--- config.mk ---
export PLATFORM = sky130hd
export DESIGN_NAME = bmo_core
export DESIGN_NICKNAME = d
export VERILOG_FILES = /design/src/rtl/bmo_pkg.sv /design/src/rtl/bmo_core.sv
export SDC_FILE = /design/constraint.sdc
export NUM_CORES = 1
export LEC_CHECK = 0
export ABC_CLOCK_PERIOD_IN_PS = 5900
export BUFFER_PORTS_ARGS = -buffer_cell sky130_fd_sc_hd__buf_2
export CORE_MARGIN = 5
export CORE_UTILIZATION = 30
export CTS_CLUSTER_SIZE = 24
export DETAILED_ROUTE_END_ITERATION = 16
export HOLD_SLACK_MARGIN = 0.03
export MAX_ROUTING_LAYER = met4
export SETUP_SLACK_MARGIN = 0.3
export SYNTH_ARGS = -nofsm -noshare
export SYNTH_HDL_FRONTEND = slang
export SYNTH_SLANG_ARGS = --single-unit
--- constraint.sdc ---
create_clock -name clk_sys -period 5.9 [get_ports clk_sys]
set_input_delay 0.885 -clock clk_sys [delete_from_list [all_inputs] [get_ports clk_sys]]
set_output_delay 0.885 -clock clk_sys [all_outputs]
set_load 0.02 [all_outputs]
--- src/rtl/bmo_pkg.sv ---
// shared constants, states and carriers of the byte move / or execute block
package bmo_pkg;
   // ************************************************************
   // widths and counts
   // ************************************************************
   localparam int DATA_W     = 8;
   localparam int ADDR_W     = 12;
   localparam int INSTR_W    = 16;
   localparam int PTR_COUNT  = 3;
   localparam int BANK_W     = 4;
   localparam int AVS_ADDR_W = 6;
   localparam int CNT_W      = 32;

   // ************************************************************
   // opcode fields
   // ************************************************************
   localparam logic [5:0]  OPC_OR_FILE    = 6'h04;   // 0001 00
   localparam logic [5:0]  OPC_COPY_FILE  = 6'h14;   // 0101 00
   localparam logic [9:0]  OPC_PTR_LOAD1  = 10'h3b8; // 1110 1110 00
   localparam logic [7:0]  OPC_WORD2      = 8'hf0;   // 1111 0000
   localparam logic [3:0]  OPC_F2F_WORD1  = 4'hc;    // 1100
   localparam logic [3:0]  OPC_F2F_WORD2  = 4'hf;    // 1111
   localparam logic [7:0]  OPC_BANK_LOAD  = 8'h01;   // 0000 0001
   localparam int          DEST_BIT       = 9;
   localparam int          ACC_BIT        = 8;

   // ************************************************************
   // data space
   // ************************************************************
   localparam logic [7:0]        INDEXED_MAX  = 8'h5f;
   localparam logic [7:0]        ACCESS_SPLIT = 8'h60;
   localparam logic [BANK_W-1:0] ACCESS_HI    = 4'hf;
   localparam logic [BANK_W-1:0] ACCESS_LO    = 4'h0;
   localparam int                IDX_PTR      = 2;
   localparam logic [ADDR_W-1:0] ACC_ADDR     = 12'hfe8;

   // ************************************************************
   // register map, byte addresses
   // ************************************************************
   localparam logic [AVS_ADDR_W-1:0] REG_CTRL   = 6'h00;
   localparam logic [AVS_ADDR_W-1:0] REG_ACC    = 6'h04;
   localparam logic [AVS_ADDR_W-1:0] REG_BANK   = 6'h08;
   localparam logic [AVS_ADDR_W-1:0] REG_STATUS = 6'h0c;
   localparam logic [AVS_ADDR_W-1:0] REG_PTR0   = 6'h10;
   localparam logic [AVS_ADDR_W-1:0] REG_PTR1   = 6'h14;
   localparam logic [AVS_ADDR_W-1:0] REG_PTR2   = 6'h18;
   localparam logic [AVS_ADDR_W-1:0] REG_COUNT  = 6'h1c;
   localparam int CTRL_RUN_BIT = 0;
   localparam int CTRL_EXT_BIT = 1;
   localparam logic [1:0] CTRL_RESET = 2'h0;

   typedef enum logic [4:0] {
      ST_FETCH = 5'h01,
      ST_READ  = 5'h02,
      ST_SRC   = 5'h04,
      ST_WORD2 = 5'h08,
      ST_IDLE  = 5'h10
   } bmo_state_type;

   typedef enum logic [1:0] {
      OP_NONE = 2'h0,
      OP_OR   = 2'h1,
      OP_COPY = 2'h2,
      OP_PTR  = 2'h3
   } bmo_op_type;

   typedef struct packed {
      logic [ADDR_W-1:0] addr;
      logic              rdEn;
      logic              wrEn;
      logic [DATA_W-1:0] wrData;
   } bmo_mem_req_type;

   typedef struct packed {
      logic negative;
      logic zero;
   } bmo_flags_type;
endpackage : bmo_pkg

--- src/rtl/bmo_core.sv ---
// decode and execute of or-into-file, pointer load, file copy, file-to-file copy, bank load
//
// Function
// - a byte file instruction with destination bit 0 writes the accumulator, with 1 writes the file back.
// - access bit 0 addresses the access bank, access bit 1 uses the bank pick register as upper address.
// - access bit 0 with extended set enabled and file field up to 95 uses pointer 2 plus the field as address.
// - the 8-bit file field reaches any byte of the addressed 256-byte bank.
// - file copy (0101 00da) moves the file to the chosen destination in one word and sets negative and zero.
// - pointer literal load puts the upper four bits in the pointer high part first, the low byte second.
// - pointer literal load is two words, 1110 1110 00ss kkkk then 1111 0000 kkkkkkkk, with no flag change.
// - file-to-file copy carries 12-bit source and destination in words 1100 and 1111 and changes no flag.
// - file-to-file copy treats the accumulator address like any other data location.
// - bank literal load keeps only the low nibble, the upper bits read zero, no flag change.
`timescale 1ns/1ps
module bmo_core
   import bmo_pkg::*;
#(
   parameter int PTR_N = PTR_COUNT
) (
   input  wire logic                    clk_sys,
   input  wire logic                    arst_n,
   // program memory side
   input  wire logic [INSTR_W-1:0]      instrData,
   input  wire logic                    instrValid,
   output logic                         instrReady,
   // data space side
   output bmo_mem_req_type              memReq,
   input  wire logic [DATA_W-1:0]       memRdData,
   // status
   output bmo_flags_type                flags,
   // avalon-mm slave
   input  wire logic [AVS_ADDR_W-1:0]   address,
   input  wire logic                    read,
   input  wire logic                    write,
   input  wire logic [31:0]             writedata,
   input  wire logic [3:0]              byteenable,
   output logic [31:0]                  readdata,
   output logic                         waitrequest
);

   // ************************************************************
   // state
   // ************************************************************
   typedef struct packed {
      bmo_state_type                    state;
      bmo_op_type                       op;
      logic                             isF2f;
      logic                             destFile;
      logic [ADDR_W-1:0]                effAddr;
      logic [1:0]                       ptrSel;
      logic [DATA_W-1:0]                hold;
      logic [DATA_W-1:0]                acc;
      logic [BANK_W-1:0]                bank;
      logic [PTR_N-1:0][ADDR_W-1:0]     ptr;
      bmo_flags_type                    flags;
      logic [1:0]                       ctrl;
      logic [CNT_W-1:0]                 count;
      logic                             instrReady;
      bmo_mem_req_type                  memReq;
      logic [31:0]                      readdata;
      logic                             waitrequest;
   } bmo_core_state_type;

   bmo_core_state_type r_q;
   bmo_core_state_type r_d;

   // ************************************************************
   // helpers
   // ************************************************************
   function automatic bmo_flags_type nzOf(input logic [DATA_W-1:0] v);
      bmo_flags_type f;
      f.negative = v[DATA_W-1];
      f.zero     = (v == '0);
      return f;
   endfunction : nzOf

   // full 12-bit data space address of a byte file instruction
   function automatic logic [ADDR_W-1:0] fileAddr(
      input logic [7:0]                f,
      input logic                      accessSel,
      input logic                      extEn,
      input logic [BANK_W-1:0]         bank,
      input logic [ADDR_W-1:0]         idxBase
   );
      logic [ADDR_W-1:0] a;
      a = '0;
      if (accessSel) begin
         a = {bank, f};
      end else if (extEn && (f <= INDEXED_MAX)) begin
         a = idxBase + {4'h0, f};
      end else if (f < ACCESS_SPLIT) begin
         a = {ACCESS_LO, f};
      end else begin
         a = {ACCESS_HI, f};
      end
      return a;
   endfunction : fileAddr

   // ************************************************************
   // next state
   // ************************************************************
   always_comb begin
      logic [ADDR_W-1:0] fa;
      logic [DATA_W-1:0] src;
      logic [DATA_W-1:0] res;
      logic              run;
      logic              take;
      fa   = '0;
      src  = '0;
      res  = '0;
      r_d  = r_q;
      run  = r_q.ctrl[CTRL_RUN_BIT];
      take = instrValid && r_q.instrReady;

      r_d.memReq.rdEn = 1'b0;
      r_d.memReq.wrEn = 1'b0;

      case (r_q.state)
         ST_IDLE: begin
            if (run) begin
               r_d.state = ST_FETCH;
            end
         end
         ST_FETCH: begin
            if (!run) begin
               r_d.state = ST_IDLE;
            end else if (take) begin
               r_d.count = r_q.count + 1'b1;
               r_d.op    = OP_NONE;
               r_d.isF2f = 1'b0;
               if (instrData[15:8] == OPC_BANK_LOAD) begin
                  r_d.bank = instrData[BANK_W-1:0];
               end else if (instrData[15:6] == OPC_PTR_LOAD1) begin
                  r_d.ptrSel = instrData[5:4];
                  if (instrData[5:4] < 2'(PTR_N)) begin
                     r_d.ptr[instrData[5:4]][11:8] = instrData[3:0];
                  end
                  r_d.op    = OP_PTR;
                  r_d.state = ST_WORD2;
               end else if (instrData[15:12] == OPC_F2F_WORD1) begin
                  r_d.isF2f   = 1'b1;
                  r_d.effAddr = instrData[ADDR_W-1:0];
                  r_d.memReq.addr = instrData[ADDR_W-1:0];
                  r_d.memReq.rdEn = (instrData[ADDR_W-1:0] != ACC_ADDR);
                  r_d.state = ST_SRC;
               end else if ((instrData[15:10] == OPC_OR_FILE) || (instrData[15:10] == OPC_COPY_FILE)) begin
                  fa = fileAddr(instrData[7:0], instrData[ACC_BIT], r_q.ctrl[CTRL_EXT_BIT],
                                r_q.bank, r_q.ptr[IDX_PTR]);
                  r_d.op       = (instrData[15:10] == OPC_OR_FILE) ? OP_OR : OP_COPY;
                  r_d.destFile = instrData[DEST_BIT];
                  r_d.effAddr  = fa;
                  r_d.memReq.addr = fa;
                  r_d.memReq.rdEn = (fa != ACC_ADDR);
                  r_d.state = ST_READ;
               end
               // anything else is not ours and passes as a no-op
            end
         end
         ST_READ: begin
            src = (r_q.effAddr == ACC_ADDR) ? r_q.acc : memRdData;
            res = (r_q.op == OP_OR) ? (r_q.acc | src) : src;
            r_d.flags = nzOf(res);
            if (!r_q.destFile || (r_q.effAddr == ACC_ADDR)) begin
               r_d.acc = res;
            end else begin
               r_d.memReq.addr   = r_q.effAddr;
               r_d.memReq.wrData = res;
               r_d.memReq.wrEn   = 1'b1;
            end
            r_d.state = ST_FETCH;
         end
         ST_SRC: begin
            r_d.hold  = (r_q.effAddr == ACC_ADDR) ? r_q.acc : memRdData;
            r_d.state = ST_WORD2;
         end
         ST_WORD2: begin
            if (take) begin
               r_d.count = r_q.count + 1'b1;
               r_d.state = ST_FETCH;
               if (r_q.isF2f && (instrData[15:12] == OPC_F2F_WORD2)) begin
                  // no read here, only the write at the end of the cycle
                  if (instrData[ADDR_W-1:0] == ACC_ADDR) begin
                     r_d.acc = r_q.hold;
                  end else begin
                     r_d.memReq.addr   = instrData[ADDR_W-1:0];
                     r_d.memReq.wrData = r_q.hold;
                     r_d.memReq.wrEn   = 1'b1;
                  end
               end else if ((r_q.op == OP_PTR) && (instrData[15:8] == OPC_WORD2)) begin
                  if (r_q.ptrSel < 2'(PTR_N)) begin
                     r_d.ptr[r_q.ptrSel][7:0] = instrData[7:0];
                  end
               end
               // a malformed second word drops the rest of the instruction; a pointer keeps the high bits loaded by the first word
            end
         end
         default: begin
            r_d.state = ST_IDLE;
         end
      endcase

      // ************************************************************
      // avalon-mm slave: one wait cycle, then answer
      // ************************************************************
      r_d.waitrequest = 1'b1;
      if ((read || write) && r_q.waitrequest) begin
         r_d.waitrequest = 1'b0;
         r_d.readdata    = '0;
         case (address)
            REG_CTRL:   r_d.readdata = {30'h0, r_q.ctrl};
            REG_ACC:    r_d.readdata = {24'h0, r_q.acc};
            REG_BANK:   r_d.readdata = {28'h0, r_q.bank};
            REG_STATUS: r_d.readdata = {22'h0, r_q.state, 3'h0, r_q.flags};
            REG_PTR0:   r_d.readdata = {20'h0, r_q.ptr[0]};
            REG_PTR1:   r_d.readdata = {20'h0, r_q.ptr[1]};
            REG_PTR2:   r_d.readdata = {20'h0, r_q.ptr[IDX_PTR]};
            REG_COUNT:  r_d.readdata = r_q.count;
            default:    r_d.readdata = '0;
         endcase
      end
      if (write && !r_q.waitrequest && (address == REG_CTRL) && byteenable[0]) begin
         r_d.ctrl = writedata[1:0];
      end

      // ready is registered from the next run bit, so a word is never taken and then dropped
      // when run clears; a pending second word is still accepted to finish the instruction
      r_d.instrReady = ((r_d.state == ST_FETCH) && r_d.ctrl[CTRL_RUN_BIT]) || (r_d.state == ST_WORD2);
   end

   // ************************************************************
   // registers
   // ************************************************************
   always_ff @(posedge clk_sys or negedge arst_n) begin
      if (!arst_n) begin
         r_q.state       <= ST_IDLE;
         r_q.op          <= OP_NONE;
         r_q.isF2f       <= 1'b0;
         r_q.destFile    <= 1'b0;
         r_q.effAddr     <= '0;
         r_q.ptrSel      <= '0;
         r_q.hold        <= '0;
         r_q.acc         <= '0;
         r_q.bank        <= '0;
         r_q.ptr         <= '0;
         r_q.flags       <= '0;
         r_q.ctrl        <= CTRL_RESET;
         r_q.count       <= '0;
         r_q.instrReady  <= 1'b0;
         r_q.memReq      <= '0;
         r_q.readdata    <= '0;
         r_q.waitrequest <= 1'b1;
      end else begin
         r_q <= r_d;
      end
   end

   assign instrReady  = r_q.instrReady;
   assign memReq      = r_q.memReq;
   assign flags       = r_q.flags;
   assign readdata    = r_q.readdata;
   assign waitrequest = r_q.waitrequest;

endmodule : bmo_core

==> results.cfg, run 1 <==
[run_status]
status = finished clean

[cells_and_area]
stdcell_count = 1287
syn_to_final_growth_pct = 11.5
layout-drive-gt1-share = 0.238
stdcell_area_um2 = 10100
fill_cells = 2980
nets = 960

[critical_path]
r2r-start = r_q[166]
cp.arrival_ns = 3.82
cp-end-kind = register
start_kind = register
slowest_stage = nor4b_4
max_stage_delay_ns = 0.95
path_common_cell = nor2_1
path_max_fanout = 23
critical-path-top-delay-family = simple AND/OR/NAND/NOR gates
critPathBufInv = 0
cp-startpoint = r_q[166]
criticalPathCategory = register to register
cp.required_ns = 6.20
worstPathCellList = nor2_1 > nand3_1 > nor4b_4 > nor2_1 > a21o_1 > a221o_1 > a2bb2oi_1

[placed_design]
postPlaceCellArea_um2 = 9470
io_buffers = 95
dp_hpwl_um = 17100
place_congestion = 0.825
placed_cells = 1250

[timing]
drv_slew = 0
rsz0062_at_grt = false
finalSetupViolCount = 0
tightestPinTransition_ns = 1.12
fin_skew_ns = 0.0164
fmax_ghz = 0.284
maxSlewHeadroom = 0.251
finalCritPeriodShare = 0.596
finalSetupTns_ns = 0
hold_viol_final = 0
min_period_ns = 3.52

[yosys]
yosys.cell_types.count = 75
synth_warnings = 0
syn_inst = 864
ys_top_cells_by_area = dfrtp_1 (47%), mux2_2 (6.6%), buf_4 (4.9%)
ys_seq_area_frac = 0.472
synthArstFlopShare = 1.00
synth_area_um2 = 9060
synth_top_area_frac = 0.467
synth.largest_area_cell = dfrtp_1
synthesis.nets = 945
yosys_register_bits = 171
synth_edf_count = 0
postSynthAreaPerCell_um2 = 10.5
synth_flop_cell = dfrtp_1

[pwr]
combPwrFrac = 0.065
sequentialPowerShare = 0.474
peakVddDrop_mv = 0.170
pwr-share-clk = 0.461
internal_power_mw = 1.81
power.share.switching = 0.281
power_leakage_nw = 4.75
p_sw_uw = 709
p_per_area_nw_per_um2 = 250

[detailed_routing]
wl_um = 23800
antenna_left = 0
drc = 0
drt_first_pass_iters = 5
vias = 6823
wl_per_cell_um = 18.5
drt_iter0_drc = 525
via_per_inst = 5.30

[floorplan]
ios = 129
die_w_um = 184
start_util = 0.305
die_area_um2 = 33800
num_rows = 63
coreArea_um2 = 29700
die_h_um = 184

[clock_network]
cts_buffers = 17
cts_sinks = 171
cts_setup_buffers = 0
htree_levels = 4
path_clk_slew_ns = 0.08
cts_root_buf = clkbuf_16
cts_resized = 0
cts_tree = done
ctsHoldBuffers = 0
clk_latency_ns = 0.45
ctsLongestPathBuffers = 2

[global_routing]
grt_usage = 0.146
grt_pass1_wl_um = 38000
gr-total-overflow = 0
antenna_found_initial = 5
grt_pass1_vias = 6683
grt_max_degree = 95

[flow_run]
drv_cap = 0

[min_path]
min_path_type = input pin to asynchronous set/reset pin
## stage by stage
stage | setup slack (ns) | hold WS, ns | total power, mW | util
after detailed placement | 2.25 | 0.465 | 1.38 | 0.319
after global routing | 2.13 | 0.494 | 2.61 | 0.340
final | 2.38 | 0.437 | 2.52 | 0.340
after global placement | 2.29 | 0.457 | 1.38 | 0.319
after floorplan | 2.92 | 0.446 | 1.31 | -
after CTS | 2.34 | 0.479 | 2.54 | 0.340
## registers in the layout (all words and copies together), names as in the netlist
name and cells:
instrReady 1, r_q 113, flags 2, waitrequest 1
readdata 32, memReq 22
## worst register-to-register path, delay by kind of cell, from the launching register on
kind            cells  cell delay (ns)
flops               1             0.44
compound gates      3             0.91
simple gates        4             2.04
## worst paths after layout
check | cells after the start | end | slack (ns)
worst min register to register | 1 | readdata[11] | 0.47
worst max-delay path | 7 | memReq[19] | 2.38
max in group asynchronous | 2 | r_q[170] | 4.48
min in group clk_sys | 1 | readdata[11] | 0.47
worst max register to register | 7 | memReq[19] | 2.38
worst min-delay path | 1 | readdata[15] | 0.44
## final cells by class
class / instances / area (um2) / share of cell area
inverter: 14 / 52.6 / 0.00520
sequential: 171 / 4280 / 0.424
clock buffer: 17 / 425 / 0.0421
timing repair buffer: 100 / 532 / 0.0526
clock inverter: 15 / 199 / 0.0197
multi-input combinational: 575 / 4110 / 0.407
tap: 390 / 488 / 0.0483
antenna: 5 / 12.5 / 0.00124
## layer usage
| layer | wire, um | global-route usage | vias up |
|---|---|---|---|
| li1 | - | - | 3184 |
| met1 | 11200 | 0.202 | 3395 |
| met2 | 10800 | 0.214 | 207 |
| met3 | 1260 | 0.0315 | 37 |
| met4 | 558 | 0.0482 | 0 |
| met5 | 0 | - | - |
## placed cells by master, fill, tap and decap left out, drive strengths merged, types with 10 or more instances in the layout
cell type / instances
nor3: 12
a21o: 10
buf: 100
mux2i: 19
a22o: 31
mux2: 53
and3: 14
nor2: 51
a221oi: 10
nand3: 25
a211oi: 10
a22oi: 33
dfrtp: 169
nand4: 16
inv: 20
clkbuf: 17
o21ai: 44
nand2: 73
a21oi: 37
xnor2: 27
## logic make-up after synthesis
logic type / Yosys count / share of synthesized area
and+or+nand+nor: 237 / 0.141
AOI/OAI and AO/OA: 219 / 0.172
DFF: 171 / 0.472
buffers and inverters: 118 / 0.0751
muxes: 73 / 0.0893
xor gates and xnor gates: 36 / 0.0348
adders and majority gates: 10 / 0.0146
## Yosys cell counts (14+ instances only)
cell type    n
mux2_2      53
a22o_1      30
a21oi_1     37
a22oi_1     33
and3_1      14
o21ai_0     38
mux2i_1     19
xnor2_1     27
nor2_1      48
nand2_1     73
nand4_1     15
buf_4       59
clkbuf_1    35
nand3_1     24
inv_1       14
dfrtp_1    169
## power by group through the flow
stage / clock network, mW / registers [mW] / logic (mW)
finish: 1.16 / 1.19 / 0.164
global route: 1.24 / 1.20 / 0.181
global placement: 0 / 1.22 / 0.163
floorplan: 0 / 1.21 / 0.0957
CTS: 1.18 / 1.19 / 0.166
detailed placement: 0 / 1.22 / 0.165
Note: power is estimated with default switching activity, not from simulation.
==> run 2, diff against run 1 <==
--- a/config.mk
+++ b/config.mk
@@ -5,7 +5,7 @@
 export SDC_FILE = /design/constraint.sdc
 export NUM_CORES = 1
 export LEC_CHECK = 0
-export ABC_CLOCK_PERIOD_IN_PS = 5900
+export ABC_CLOCK_PERIOD_IN_PS = 2940
 export BUFFER_PORTS_ARGS = -buffer_cell sky130_fd_sc_hd__buf_2
 export CORE_MARGIN = 5
 export CORE_UTILIZATION = 30
==> constraint.sdc (replaced) <==
create_clock -name clk_sys -period 2.94 [get_ports clk_sys]
set_input_delay 0.441 -clock clk_sys [delete_from_list [all_inputs] [get_ports clk_sys]]
set_output_delay 0.441 -clock clk_sys [all_outputs]
set_load 0.02 [all_outputs]
==> run 2 against run 1 <==
Against the previous run: utilization rose by 1.1 points; wire length grew 2.4%; critical endpoint is now memReq[16]; combinational power up 110%; worst hold slack worse by 0.22 ns; cell area increased by 3.3%; global-route usage grew 0.25 points; non-clock buffer count rose by 38; register-to-register slack lost 2.0 ns; critical path type unchanged; count of clock-buffer cells in the layout unchanged; setup slack worse by 2.0 ns; clock skew rose by 0.0052 ns; cell count rose by 2.9%.
==> results.cfg, run 2 (same netlist as run 1, synthesis figures left out) <==
[timing]
finalSetupViolCount = 0
setup_slack_ns = 0.366
fmax_ghz = 0.388
rsz0062_at_grt = true
maxSlewHeadroom = 0.543
drv_slew = 0
timing.hold.ws_ns = 0.217
finalCritPeriodShare = 0.876
tightestPinTransition_ns = 0.685
hold_viol_final = 0
min_period_ns = 2.57
fin_skew_ns = 0.0217

[critical_path]
path_max_fanout = 2
start_kind = register
cp.required_ns = 3.30
cp.arrival_ns = 2.94
cp-end-kind = register
criticalPathCategory = register to register

[placed_design]
postPlaceCellArea_um2 = 9750
place_congestion = 0.844
preCtsSetupSlack_ns = -0.0324
io_buffers = 95
dp_hpwl_um = 18100
placed_cells = 1287

[floorplan]
coreArea_um2 = 29700
die_w_um = 184
die_h_um = 184
ios = 129
start_util = 0.305
die_area_um2 = 33800
num_rows = 63

[cells_and_area]
layout_common_cells = dfrtp_1 (169), buf_2 (94), nand2_1 (73)
largest-register = r_q
stdcell_area_um2 = 10400
nets = 998
syn_to_final_growth_pct = 15.2
layout_commonest_cell = dfrtp_1
reg.largest.list = r_q (113), readdata (32), memReq (22)
largest_reg_flops = 113
layout-drive-gt1-share = 0.276
stdcell_count = 1324

[detailed_routing]
via_per_inst = 5.22
drc = 0
drt_iter0_drc = 482
antenna_left = 0
drt_first_pass_iters = 5
wl_um = 24400
wl_per_cell_um = 18.4
vias = 6915

[clock_network]
cts_sinks = 171
path_clk_slew_ns = 0.08
ctsLongestPathBuffers = 2
cts_root_buf = clkbuf_16
htree_levels = 4
cts_buffers = 17
cts_tree = done
cts_setup_buffers = 0
clk_latency_ns = 0.45

[global_routing]
grt_max_degree = 60
antenna_found_initial = 4
grt_pass1_vias = 6898
grt_pass1_wl_um = 39000
gr-total-overflow = 0
grt_usage = 0.149

[pwr]
p_per_area_nw_per_um2 = 487
peakVddDrop_mv = 0.414
power_leakage_nw = 4.95

[run_status]
status = finished clean

[flow_run]
drv_cap = 0

[min_path]
min_path_type = input pin to register
==> run 2: per-layer routing <==
metal,track usage,vias to the layer above,share of wire
met5,-,-,0
met4,0.0305,0,0.013
met3,0.0368,21,0.065
met2,0.223,217,0.46
met1,0.206,3425,0.46
li1,-,3252,-
==> run 2: critical path, stage by stage, from the launching register on <==
cell and delay, ns:
dfrtp_1 0.39, ha_1 0.21, fa_2 0.37, a211oi_2 0.32
buf_4 0.17, o21bai_1 0.07, a21oi_1 0.18, xnor2_1 0.18
a22oi_2 0.13, o31a_1 0.33, o21ai_0 0.15
==> run 2: report_power, final <==
group	total (mW)	internal [mW]	switching, mW
Combinational	0.348	0.112	0.236
Sequential	2.40	2.37	0.0218
Clock	2.34	1.18	1.16
==> run 2: layout make-up <==
cell class                      count  area [um2]
Antenna cell                        4        10.0
Clock buffer                       17         425
Clock inverter                     15         204
Fill cell                        3014       19300
Inverter                           14        52.6
Multi-Input combinational cell    575        4150
Sequential cell                   171        4280
Tap cell                          390         488
Timing Repair Buffer              138         823
==> run 2: metrics by stage <==
step                utilization  total power [mW]  setup TNS [ns]
floorplan                     -              2.63               0
global placement          0.328              2.79               0
detailed placement        0.328              2.79         -0.0324
CTS                       0.350              5.15               0
global route              0.351              5.28               0
finish                    0.351              5.09               0
==> run 2: worst paths after layout <==
| check | start | to | slack (ns) | depth (start not counted) |
|---|---|---|---|---|
| hold / removal | writedata[1] | r_q[89] | 0.22 | 3 |
| max in group asynchronous | arst_n | r_q[170] | 1.59 | 3 |
| hold reg to reg | readdata[10] | readdata[10] | 0.47 | 1 |
| min in group asynchronous | arst_n | readdata[16] | 0.52 | 2 |
| setup / recovery | r_q[116] | memReq[16] | 0.37 | 10 |
| setup reg to reg | r_q[116] | memReq[16] | 0.37 | 10 |
==> run 2: what timing repair did <==
item,4_1_cts,5_1_grt
pin swaps,1,3
resized for setup,2,13
hold buffers,1,0
hold endpoints to repair,31,0
endpoints found under the setup margin,4,15
cloned,0,0
